`config.mk`:
```
export PLATFORM = sky130hd
export DESIGN_NAME = acc_ctrl
export DESIGN_NICKNAME = d
export VERILOG_FILES = /design/src/verilog/acc_pkg.sv /design/src/verilog/acc_timer.sv /design/src/verilog/acc_ctrl.sv
export VERILOG_INCLUDE_DIRS = /design/src /design/src/verilog
export SDC_FILE = /design/constraint.sdc
export NUM_CORES = 1
export LEC_CHECK = 0
export BUFFER_PORTS_ARGS = -buffer_cell sky130_fd_sc_hd__buf_2
export CORE_ASPECT_RATIO = 1.4
export CORE_MARGIN = 2
export CORE_UTILIZATION = 52
export CTS_BUF_LIST = sky130_fd_sc_hd__clkbuf_8
export DETAILED_ROUTE_END_ITERATION = 8
export PLACE_DENSITY = 0.82
export SYNTH_ARGS = -nofsm -noshare
export SYNTH_HDL_FRONTEND = slang
export SYNTH_SLANG_ARGS = --single-unit
```
`constraint.sdc`:
```
create_clock -name CLK -period 2.7 [get_ports CLK]
set_clock_uncertainty 0.05 [all_clocks]
set_input_delay 0.27 -clock CLK [delete_from_list [all_inputs] [get_ports CLK]]
set_output_delay 0.27 -clock CLK [all_outputs]
set_load 0.1 [all_outputs]
```
`src/verilog/acc_params.svh`:
```
// Purpose: constants for the converter configuration and control block
// Assumes: 40 MHz clock, APB byte addresses four times the register index
// Notes:   definitions only
`ifndef ACC_PARAMS_SVH
`define ACC_PARAMS_SVH
`define ACC_IDX_FILT        12'h007
`define ACC_IDX_DLY         12'h008
`define ACC_IDX_MGL         12'h01b
`define ACC_IDX_MGH         12'h01c
`define ACC_IDX_AGL         12'h01d
`define ACC_IDX_AGH         12'h01e
`define ACC_IDX_CGL         12'h01f
`define ACC_IDX_CGH         12'h020
`define ACC_IDX_RUN         12'h30d
`define ACC_IDX_STAT        12'h310
`define ACC_RST8            8'h00
`define ACC_CLK_KHZ         40000
`define ACC_STEP_NS         5000
`define ACC_STEP_CYC        ((`ACC_STEP_NS * (`ACC_CLK_KHZ / 1000)) / 1000)
`define ACC_DLY_MAX_STEPS   6'h28
`define ACC_SETTLE0_US      4300
`define ACC_SETTLE1_US      2300
`define ACC_SETTLE2_US      1300
`define ACC_US_CYC          (`ACC_CLK_KHZ / 1000)
`define ACC_SINGLE_RUNS     4'h8
`define ACC_CT0_US          768
`define ACC_CT1_US          1536
`define ACC_CT2_US          3072
`define ACC_CT3_US          12288
`endif

```
`src/verilog/acc_pkg.sv`:
```
// Purpose: shared types of the converter control block
// Assumes: nothing beyond the constants header
// Notes:   run modes follow the two-bit run field
package acc_pkg;
  typedef enum logic [1:0] {
    ACC_MODE_OFF    = 2'h0,
    ACC_MODE_SINGLE = 2'h1,
    ACC_MODE_CONT   = 2'h2,
    ACC_MODE_RSVD   = 2'h3
  } acc_mode_t;
  typedef enum logic [1:0] {ACC_IDLE, ACC_DELAY, ACC_RUN} acc_state_t;
endpackage : acc_pkg

```
`src/verilog/acc_timer.sv`:
```
// Purpose: down counter that paces delay and settle timing
// Assumes: load and tick come from the same clock domain
// Notes:   done pulses one cycle when the count reaches zero
`timescale 1ns/1ps
module acc_timer
  import acc_pkg::*;
#(
  parameter int W = 20
)(
  input  wire logic         clk,
  input  wire logic         reset_n,
  input  wire logic         load,
  input  wire logic [W-1:0] value,
  input  wire logic         tick,
  output logic              busy,
  output logic              done
);
  logic [W-1:0] cnt_reg;
  // count down on each tick after a load
  always_ff @(posedge clk)
  begin
    if (!reset_n)
      cnt_reg <= '0;
    else if (load)
      cnt_reg <= value;
    else if (tick && cnt_reg != '0)
      cnt_reg <= cnt_reg - 1'b1;
  end
  assign busy = (cnt_reg != '0);
  assign done = tick && (cnt_reg == {{(W-1){1'b0}}, 1'b1}) && !load;
endmodule : acc_timer

```
`src/verilog/acc_ctrl.sv`:
```
// Purpose: configuration, trim and start control of three converters
// Assumes: APB slave, 40 MHz CLK, synchronous active-low RESET_N
// Notes:   trims load from one-time memory at reset release
// How it works
// - settle code 00/01/10 waits 4.3/2.3/1.3 ms; 11 reserved
// - voltage filter field selects cut-off code, 7 aliases 240 Hz
// - current group filter field uses the same cut-off coding
// - main converter enable held off by delay field times 5 us
// - delay codes above forty steps mean no delay
// - main gain trim is nine bits, low byte plus top bit
// - main offset trim is seven bits
// - aux gain trim is nine bits, low byte plus top bit
// - aux offset trim is seven bits
// - trims copied from one-time memory at device reset
// - stored trims drive correction outputs without software action
// - current gain trim is eleven bits, low byte plus three bits
// - current offset trim is five bits
// - main settings latch only on start; start reads as zero
// - mode 01 runs eight rounds then stops; 00 off, 11 reserved
// - mode 10 runs continuously until stopped
//
// Register access over APB is this design's own decision.
`timescale 1ns/1ps
`include "acc_params.svh"
module acc_ctrl
  import acc_pkg::*;
(
  input  wire logic        CLK,
  input  wire logic        RESET_N,
  input  wire logic        PSEL,
  input  wire logic        PENABLE,
  input  wire logic        PWRITE,
  input  wire logic [13:0] PADDR,
  input  wire logic [31:0] PWDATA,
  output logic      [31:0] PRDATA,
  output logic             PREADY,
  output logic             PSLVERR,
  input  wire logic [63:0] OTP_TRIM,
  input  wire logic        ROUND_DONE,
  output logic             MAIN_CONV_EN,
  output logic             AUX_SETTLED,
  output logic [2:0]       VOLT_CUTOFF,
  output logic             VOLT_FILT_EN,
  output logic [2:0]       CURR_CUTOFF,
  output logic             CURR_FILT_EN,
  output logic [1:0]       CURR_CONV_TIME,
  output logic [15:0]      CURR_TIME_US,
  output logic signed [8:0]  MAIN_GAIN,
  output logic signed [6:0]  MAIN_OFFSET,
  output logic signed [8:0]  AUX_GAIN,
  output logic signed [6:0]  AUX_OFFSET,
  output logic signed [10:0] CURR_GAIN,
  output logic signed [4:0]  CURR_OFFSET
);
  logic [7:0] filt_reg, dly_reg, mgl_reg, mgh_reg, agl_reg, agh_reg;
  logic [7:0] cgl_reg, cgh_reg, run_reg;
  acc_mode_t  mode_act_reg;
  logic [3:0] rounds_reg;
  logic       otp_done_reg;
  acc_state_t state_reg;
  logic       wr_en, rd_en, start, addr_ok;
  logic [11:0] idx;
  logic [5:0] dly_eff;
  logic       step_tick, dly_done, settle_busy;
  logic [7:0] step_cnt_reg;
  logic [17:0] settle_val;

  // register index from the byte address
  function automatic logic [11:0] idx_of(input logic [13:0] a);
    return a[13:2];
  endfunction : idx_of

  assign idx     = idx_of(PADDR);
  assign wr_en   = PSEL && PENABLE && PWRITE;
  assign rd_en   = PSEL && PENABLE && !PWRITE;
  assign PREADY  = 1'b1;
  assign addr_ok = (PADDR[1:0] == 2'h0) &&
                   (idx == `ACC_IDX_FILT || idx == `ACC_IDX_DLY ||
                    (idx >= `ACC_IDX_MGL && idx <= `ACC_IDX_CGH) ||
                    idx == `ACC_IDX_RUN || idx == `ACC_IDX_STAT);
  assign PSLVERR = PSEL && PENABLE && !addr_ok;
  assign start   = wr_en && (idx == `ACC_IDX_RUN) && PWDATA[2];

  // one-time trim load right after reset release
  always_ff @(posedge CLK)
  begin
    if (!RESET_N)
      otp_done_reg <= 1'b0;
    else
      otp_done_reg <= 1'b1;
  end

  // configuration registers written by software
  always_ff @(posedge CLK)
  begin
    if (!RESET_N)
    begin
      filt_reg <= `ACC_RST8;
      dly_reg  <= `ACC_RST8;
      run_reg  <= `ACC_RST8;
    end
    else if (wr_en && addr_ok)
    begin
      if (idx == `ACC_IDX_FILT) filt_reg <= PWDATA[7:0];
      if (idx == `ACC_IDX_DLY)  dly_reg  <= PWDATA[7:0];
      if (idx == `ACC_IDX_RUN)  run_reg  <= {1'b0, PWDATA[6:3], 1'b0,
                                             PWDATA[1:0]};
    end
  end

  // trim registers: otp copy at reset, then software writable
  always_ff @(posedge CLK)
  begin
    if (!RESET_N)
    begin
      {mgl_reg, mgh_reg, agl_reg, agh_reg} <= {4{`ACC_RST8}};
      {cgl_reg, cgh_reg} <= {2{`ACC_RST8}};
    end
    else if (!otp_done_reg)
    begin
      {mgl_reg, mgh_reg, agl_reg, agh_reg} <= OTP_TRIM[63:32];
      {cgl_reg, cgh_reg} <= OTP_TRIM[31:16];
    end
    else if (wr_en && addr_ok)
    begin
      if (idx == `ACC_IDX_MGL) mgl_reg <= PWDATA[7:0];
      if (idx == `ACC_IDX_MGH) mgh_reg <= PWDATA[7:0];
      if (idx == `ACC_IDX_AGL) agl_reg <= PWDATA[7:0];
      if (idx == `ACC_IDX_AGH) agh_reg <= PWDATA[7:0];
      if (idx == `ACC_IDX_CGL) cgl_reg <= PWDATA[7:0];
      if (idx == `ACC_IDX_CGH) cgh_reg <= PWDATA[7:0];
    end
  end

  // signed trim words for the correction path
  assign MAIN_GAIN   = $signed({mgh_reg[7], mgl_reg});
  assign MAIN_OFFSET = $signed(mgh_reg[6:0]);
  assign AUX_GAIN    = $signed({agh_reg[7], agl_reg});
  assign AUX_OFFSET  = $signed(agh_reg[6:0]);
  assign CURR_GAIN   = $signed({cgh_reg[7:5], cgl_reg});
  assign CURR_OFFSET = $signed(cgh_reg[4:0]);

  // read mux; start bit always returns zero
  always_comb
  begin
    PRDATA = 32'h0000_0000;
    if (rd_en && addr_ok)
    begin
      unique case (idx)
        `ACC_IDX_FILT: PRDATA[7:0] = filt_reg;
        `ACC_IDX_DLY:  PRDATA[7:0] = dly_reg;
        `ACC_IDX_MGL:  PRDATA[7:0] = mgl_reg;
        `ACC_IDX_MGH:  PRDATA[7:0] = mgh_reg;
        `ACC_IDX_AGL:  PRDATA[7:0] = agl_reg;
        `ACC_IDX_AGH:  PRDATA[7:0] = agh_reg;
        `ACC_IDX_CGL:  PRDATA[7:0] = cgl_reg;
        `ACC_IDX_CGH:  PRDATA[7:0] = cgh_reg;
        `ACC_IDX_RUN:  PRDATA[7:0] = run_reg;
        `ACC_IDX_STAT: PRDATA[7:0] = {4'h0, rounds_reg[2:0],
                                      MAIN_CONV_EN};
        default:       PRDATA = 32'h0000_0000;
      endcase
    end
  end

  // filter selection and enables per group
  assign VOLT_CUTOFF  = filt_reg[2:0];
  assign CURR_CUTOFF  = filt_reg[5:3];
  assign VOLT_FILT_EN = run_reg[3];
  assign CURR_FILT_EN = run_reg[4];
  assign CURR_CONV_TIME = run_reg[6:5];

  // conversion time in microseconds for the current converter
  always_comb
  begin
    unique case (run_reg[6:5])
      2'h0: CURR_TIME_US = 16'(`ACC_CT0_US);
      2'h1: CURR_TIME_US = 16'(`ACC_CT1_US);
      2'h2: CURR_TIME_US = 16'(`ACC_CT2_US);
      2'h3: CURR_TIME_US = 16'(`ACC_CT3_US);
    endcase
  end

  // undefined delay codes collapse to zero
  assign dly_eff = (dly_reg[5:0] > `ACC_DLY_MAX_STEPS) ? 6'h00
                                                        : dly_reg[5:0];

  // 5 us step enable
  always_ff @(posedge CLK)
  begin
    if (!RESET_N || step_tick)
      step_cnt_reg <= 8'h00;
    else
      step_cnt_reg <= step_cnt_reg + 8'h01;
  end
  assign step_tick = (step_cnt_reg == 8'(`ACC_STEP_CYC - 1));

  acc_timer #(.W(6)) u_dly (
    .clk     (CLK),
    .reset_n (RESET_N),
    .load    (start),
    .value   (dly_eff),
    .tick    (step_tick),
    .busy    (),
    .done    (dly_done)
  );

  // run control: settings latched only on start
  always_ff @(posedge CLK)
  begin
    if (!RESET_N)
    begin
      state_reg    <= ACC_IDLE;
      mode_act_reg <= ACC_MODE_OFF;
      rounds_reg   <= 4'h0;
    end
    else if (start)
    begin
      mode_act_reg <= acc_mode_t'(PWDATA[1:0]);
      rounds_reg   <= 4'h0;
      state_reg    <= (PWDATA[1:0] == ACC_MODE_SINGLE ||
                       PWDATA[1:0] == ACC_MODE_CONT) ?
                      ((dly_eff == 6'h00) ? ACC_RUN : ACC_DELAY)
                      : ACC_IDLE;
    end
    else
    begin
      unique case (state_reg)
        ACC_IDLE:  state_reg <= ACC_IDLE;
        ACC_DELAY: if (dly_done) state_reg <= ACC_RUN;
        ACC_RUN:
        begin
          if (ROUND_DONE && mode_act_reg == ACC_MODE_SINGLE)
          begin
            rounds_reg <= rounds_reg + 4'h1;
            if (rounds_reg == `ACC_SINGLE_RUNS - 4'h1)
              state_reg <= ACC_IDLE;
          end
          // continuous mode runs until a new start with mode 00 or 11
        end
        default:   state_reg <= ACC_IDLE;
      endcase
    end
  end
  assign MAIN_CONV_EN = (state_reg == ACC_RUN);

  // aux settling wait restarts on every start write, not when the delay ends
  always_comb
  begin
    unique case (filt_reg[7:6])
      2'h0: settle_val = 18'(`ACC_SETTLE0_US * `ACC_US_CYC / 8);
      2'h1: settle_val = 18'(`ACC_SETTLE1_US * `ACC_US_CYC / 8);
      2'h2: settle_val = 18'(`ACC_SETTLE2_US * `ACC_US_CYC / 8);
      2'h3: settle_val = 18'h00000;
    endcase
  end

  logic [2:0] div8_reg;
  always_ff @(posedge CLK)
  begin
    if (!RESET_N)
      div8_reg <= 3'h0;
    else
      div8_reg <= div8_reg + 3'h1;
  end

  acc_timer #(.W(18)) u_settle (
    .clk     (CLK),
    .reset_n (RESET_N),
    .load    (start),
    .value   (settle_val),
    .tick    (div8_reg == 3'h7),
    .busy    (settle_busy),
    .done    ()
  );
  assign AUX_SETTLED = MAIN_CONV_EN && !settle_busy &&
                       filt_reg[7:6] != 2'h3;
endmodule : acc_ctrl

```
==> results.py, run 1 <==
metrics = {
    "sta": {
        "hold_violations": 0,
        "fin_setup_tns_ns": 0,
        "setup_viol": 0,
        "rsz0062_at_grt": "no",
        "max_freq_mhz": 383,
        "setup_slack_ns": 0.0899,
        "maxSlewHeadroom_pct": 47.8,
        "min_period_ns": 2.61,
        "drv_slew": 0,
        "worstMarginPinSlew_ns": 0.782,
        "fin_crit_sh_pct": 96.7,
    },
    "cells_and_area": {
        "final_cells": 1056,
        "antenna_cells": 0,
        "final_cell_mix": "buf_2 (141), dfxtp_1 (113), nand2_1 (85)",
        "stdcell_area_mm2": 0.00760,
        "fill_cells": 1078,
        "final_nets": 1025,
        "drive_gt1_share_pct": 25.3,
        "syn2layout_area_growth_pct": 18.6,
        "largest_reg_flops": 18,
        "layout_commonest_cell": "buf_2",
    },
    "setup_path": {
        "crit_arrival_ns": 2.29,
        "required_ns": 2.38,
        "path_delay_family": "simple AND/OR/NAND/NOR gates",
        "critPathKind": "in2out",
        "crit_slowest_cell": "or4_4",
        "critPathLaunchType": "input port",
        "max_stage_delay_ns": 0.62,
        "crit_buf_inv": 2,
        "cp-end-kind": "output pin",
        "crit_chain": "buf_2 -> or4_4 -> or2_1 -> a211o_1 -> a21oi_4 -> a21boi_4 -> buf_12",
        "path_max_fanout": 8,
    },
    "yosys": {
        "yosys_warnings": 0,
        "yosysSeqAreaShare_pct": 35.6,
        "synth_area_per_cell_um2": 8.34,
        "synth-edff-count": 0,
        "synthCells": 769,
        "synth.distinct_cells": 70,
        "syn_area_mm2": 0.00641,
        "ys_seq_elements": 114,
        "async_reset_ff_share_pct": 0,
        "synth_flop_cell": "dfxtp_1",
    },
    "grt": {
        "grt_overflow_total": 0,
        "grt_max_degree": 62,
        "track_usage_pct": 27.3,
        "grt_pass1_wl_mm": 28.9,
        "first_global_vias": 5669,
        "antenna_found_initial": 0,
    },
    "placement": {
        "pre_cts_slack_ns": 0.111,
        "gp_congestion": 0.997,
        "numPortBuffers": 150,
        "placedCellCount": 1024,
        "dpl_cell_area_mm2": 0.00724,
        "hpwl_mm": 13.6,
    },
    "drt": {
        "vias": 6194,
        "drc": 0,
        "drt_pass1_iterations": 5,
        "final_antenna_net_count": 0,
        "vias_per_cell": 5.87,
        "drt_iter0_markers": 403,
        "routedWlPerCell_um": 17.4,
        "routed_wl_mm": 18.4,
    },
    "floorplanning": {
        "die-area_mm2": 0.0132,
        "rows": 48,
        "start_util_pct": 52.6,
        "core_area_mm2": 0.0122,
        "die_height_um": 135,
        "num_io_pins": 226,
        "die_w_um": 97.9,
    },
    "clocking": {
        "tritoncts": "built",
        "cts.htree.levels": 4,
        "root_buffer": "clkbuf_8",
        "cts_resized": 0,
        "clkSinkCount": 114,
        "cts_hold_buf": 0,
        "post_cts_buffers": 0,
        "cts.path.max_buffers": 2,
        "clk_pin_slew_worst_paths_ns": 0.07,
        "clock_latency_ns": 0.44,
        "cts-buffers-inserted": 17,
    },
    "min_path": {
        "hp-class": "in2reg",
    },
    "power_and_ir_drop": {
        "power.density_mw_per_mm2": 549,
        "ir_drop_v": 0.000405,
        "total_leakage_power_nw": 3.06,
        "finalPower_mw": 4.18,
    },
    "outcome": {
        "status": "finished, final reports clean",
    },
    "job": {
        "maxCapViolCount": 0,
    },
}
[power breakdown]
group	switching (mW)	internal (mW)
registers	0.0629	1.74
clock network	0.731	0.743
logic	0.757	0.142
[metrics by stage]
stage	hold WS [ns]	util, %
global route	0.0264	62.4
floorplan	0.248	-
finish	0.0426	62.4
detailed placement	0.370	59.3
CTS	0.0288	62.3
global placement	0.359	59.3
[worst reg2reg max path: cells and delay by family, from the launching register on]
kind                       cells  cell delay (ns)
and+or+nand+nor                3             1.02
adders and majority gates      2             0.43
AOI/OAI and AO/OA              2             0.44
DFF                            1             0.34
[worst paths after layout]
| path | startpoint | slack, ns | endpoint | cells after the start |
|---|---|---|---|---|
| min reg2reg | div8_reg[0] | 0.38 | div8_reg[0] | 1 |
| min | OTP_TRIM[55] | 0.04 | mgh_reg[7] | 3 |
| max | PADDR[8] | 0.09 | PRDATA[7] | 7 |
| max reg2reg | div8_reg[0] | 0.36 | u_settle.cnt_reg[11] | 7 |
[kinds of logic (layout without fill, tap and decap cells)]
family | Yosys count | count (layout) | share of synthesized area [%]
simple gates | 237 | 237 | 19.8
compound gates | 220 | 220 | 21.4
flops | 114 | 114 | 35.6
buf+inv | 112 | 216 | 9.83
mux | 42 | 42 | 6.56
xor+xnor | 26 | 26 | 3.55
fa+ha+maj | 16 | 16 | 3.12
other cells | 2 | 35 | 0.117
[layer usage]
metal	vias up	share of wire, %	GRT usage, %
met1	2879	38	31.5
met2	312	50	47.0
met5	-	0	0
met4	0	4.7	13.5
met3	64	7.1	6.81
li1	2939	-	-
[cells in the mapped netlist, drive strengths merged (4+ instances only)]
library cell	count	area, um2
nand3b	6	45.0
or4	5	41.3
nor3	7	35.0
ha	16	200
mux2i	42	420
xnor2	10	87.6
nor3b	4	35.0
o21ai	58	290
and4b	4	40.0
inv	12	45.0
nand2b	6	37.5
a31oi	21	131
a22o	6	52.6
nand2	85	319
xor2	16	140
a211oi	5	37.5
clkbuf	30	113
o21a	5	37.5
o211ai	5	37.5
nand3	21	105
a21oi	73	377
a22oi	14	105
nor4	8	101
and2	11	68.8
or2	7	43.8
buf	69	469
nor4b	4	35.0
nor2	42	158
o31ai	5	37.5
and3	12	75.1
nand4b	4	41.3
dfxtp	114	2280
[area by class of cell]
type	count	area, um2	share of cell area, %
clock buffers	18	248	3.26
repair buffers	171	1060	13.9
multi-input cells	576	3660	48.2
clock inverters	14	115	1.51
flip-flops and latches	114	2280	30.0
well taps	150	188	2.47
inverters	13	48.8	0.642
(Power assumes the default switching activity.)
==> run 2: changes to the inputs <==
Settings changed: ABC_CLOCK_PERIOD_IN_PS from default to 2400, CORE_MARGIN 2 to default, CORE_UTILIZATION 52 to 47, PLACE_DENSITY 0.82 to 0.78.
Clock period 2.7 ns to 2.4 ns, I/O delays scaled along.
==> run 2 against run 1 <==
Effect of this change: the flow now finishes with violations (negative setup slack); critical path depth unchanged; clock-buffer cell count unchanged; power up 18%; register-to-register slack worse by 0.11 ns; first-iteration DRC count down 9.9%; via count up 1.1%; global-route usage down 0.20 points; combinational power up 15%; hold slack worse by 0.018 ns; clock power up 27%; critical endpoint unchanged; largest cell class unchanged.
==> results.py, run 2 (same netlist as run 1, synthesis figures left out) <==
metrics = {
    "outcome": {
        "status": "complete, but fails checks",
        "violations": "negative setup slack",
    },
    "drt": {
        "vias_per_cell": 5.61,
        "drt_iter0_markers": 363,
        "routed_wl_mm": 19.1,
        "drc": 0,
        "routedWlPerCell_um": 17.1,
        "drt_pass1_iterations": 6,
        "final_antenna_net_count": 0,
        "vias": 6260,
    },
    "job": {
        "maxCapViolCount": 0,
    },
    "sta": {
        "setup_slack_ns": -0.0319,
        "min_period_ns": 2.43,
        "maxSlewHeadroom_pct": 51.8,
        "worstMarginPinSlew_ns": 0.717,
        "max_freq_mhz": 411,
        "drv_slew": 0,
        "hold_violations": 0,
        "hold_ws_ns": 0.0249,
        "setup_viol": 6,
        "rsz0062_at_grt": "yes",
        "fin_crit_sh_pct": 101,
        "fin_setup_tns_ns": -0.0725,
    },
    "clocking": {
        "cts-buffers-inserted": 17,
        "tritoncts": "built",
        "cts.htree.levels": 4,
        "clk_pin_slew_worst_paths_ns": 0.08,
        "cts_hold_buf": 0,
        "cts.path.max_buffers": 2,
        "clock_latency_ns": 0.43,
        "root_buffer": "clkbuf_8",
        "clkSinkCount": 114,
    },
    "setup_path": {
        "critPathLaunchType": "input port",
        "path_max_fanout": 8,
        "required_ns": 2.11,
        "cp-end-kind": "output pin",
        "critPathKind": "in2out",
        "crit_arrival_ns": 2.14,
    },
    "placement": {
        "hpwl_mm": 14.2,
        "numPortBuffers": 150,
        "gp_congestion": 1.00,
        "dpl_cell_area_mm2": 0.00755,
    },
    "cells_and_area": {
        "final_cell_mix": "buf_2 (135), dfxtp_1 (113), nand2_1 (85)",
        "final_nets": 1053,
        "largest_reg_flops": 18,
        "layout_commonest_cell": "buf_2",
        "final_core_utilization_pct": 60.8,
        "antenna_cells": 0,
        "fill_cells": 1153,
        "stdcell_area_mm2": 0.00810,
        "drive_gt1_share_pct": 28.3,
        "syn2layout_area_growth_pct": 26.2,
    },
    "grt": {
        "busiest_layer": "met2",
        "met1_usage_pct": 30.1,
        "antenna_found_initial": 0,
        "grt_max_degree": 50,
        "grt_overflow_total": 0,
        "grt_use_met2_pct": 48.0,
        "track_usage_pct": 27.1,
        "grt_pass1_wl_mm": 29.7,
        "first_global_vias": 5859,
        "gr-usage-met3_pct": 5.74,
    },
    "floorplanning": {
        "rows": 50,
        "die-area_mm2": 0.0141,
        "core_area_mm2": 0.0133,
        "die_height_um": 140,
        "num_io_pins": 226,
        "start_util_pct": 48.1,
        "die_w_um": 101,
    },
    "min_path": {
        "hp-class": "in2reg",
    },
    "power_and_ir_drop": {
        "power.density_mw_per_mm2": 609,
        "total_leakage_power_nw": 3.28,
        "finalPower_mw": 4.93,
        "ir_drop_v": 0.000451,
    },
}
-- run 2: cell types whose count changed in the layout (fill, tap and decap cells not counted), sizes merged --
cell	previous run	this run
inv	16	15
clkinv	7	6
buf	171	199
bufinv	1	3
-- run 2: worst max-delay path: stages --
cell and delay [ns]:
buf_6 0.09, or4_4 0.59, or2_4 0.26, a211o_1 0.27, a21oi_4 0.24, a21boi_4 0.26
buf_12 0.19
-- run 2: power breakdown --
| group | switching (mW) | total [mW] | internal (mW) |
|---|---|---|---|
| logic | 0.856 | 1.03 | 0.177 |
| registers | 0.0703 | 2.03 | 1.96 |
| clock network | 0.823 | 1.87 | 1.05 |
| total | 1.75 | 4.93 | 3.18 |
-- run 2: metal layers --
metal	up-vias	wire, um
met5	-	0
met2	291	9660
li1	2994	-
met1	2917	7250
met4	0	829
met3	58	1350
-- run 2: area by class of cell --
class	count	area, um2	area share (%)
sequential	114	2280	28.2
clock inverter	14	163	2.01
timing repair buffer	199	1390	17.2
multi-input combinational	576	3730	46.1
inverter	13	48.8	0.603
clock buffer	18	248	3.06
tap	182	228	2.81
-- run 2: timing repair --
item / in CTS / in global routing
gates cloned: 0 / 0
setup buffers: 4 / 1
pin swaps: 10 / 5
gates resized for setup: 11 / 13
setup endpoints to repair: 8 / 12
-- run 2: worst paths after layout --
check,from,end,slack (ns),cells past startpoint
setup reg to reg,u_settle.cnt_reg[1],u_settle.cnt_reg[11],0.25,5
hold / removal,OTP_TRIM[21],cgh_reg[5],0.02,3
hold reg to reg,div8_reg[0],div8_reg[0],0.37,1
setup / recovery,PADDR[12],PRDATA[7],-0.03,7
-- run 2: per-stage QoR --
| step | setup slack (ns) | cells |
|---|---|---|
| global route | -0.0727 | 1116 |
| CTS | -0.0217 | 1115 |
| finish | -0.0319 | 1116 |
| floorplan | -0.302 | 802 |
| detailed placement | -0.0669 | 1079 |
| global placement | -0.0543 | 1079 |
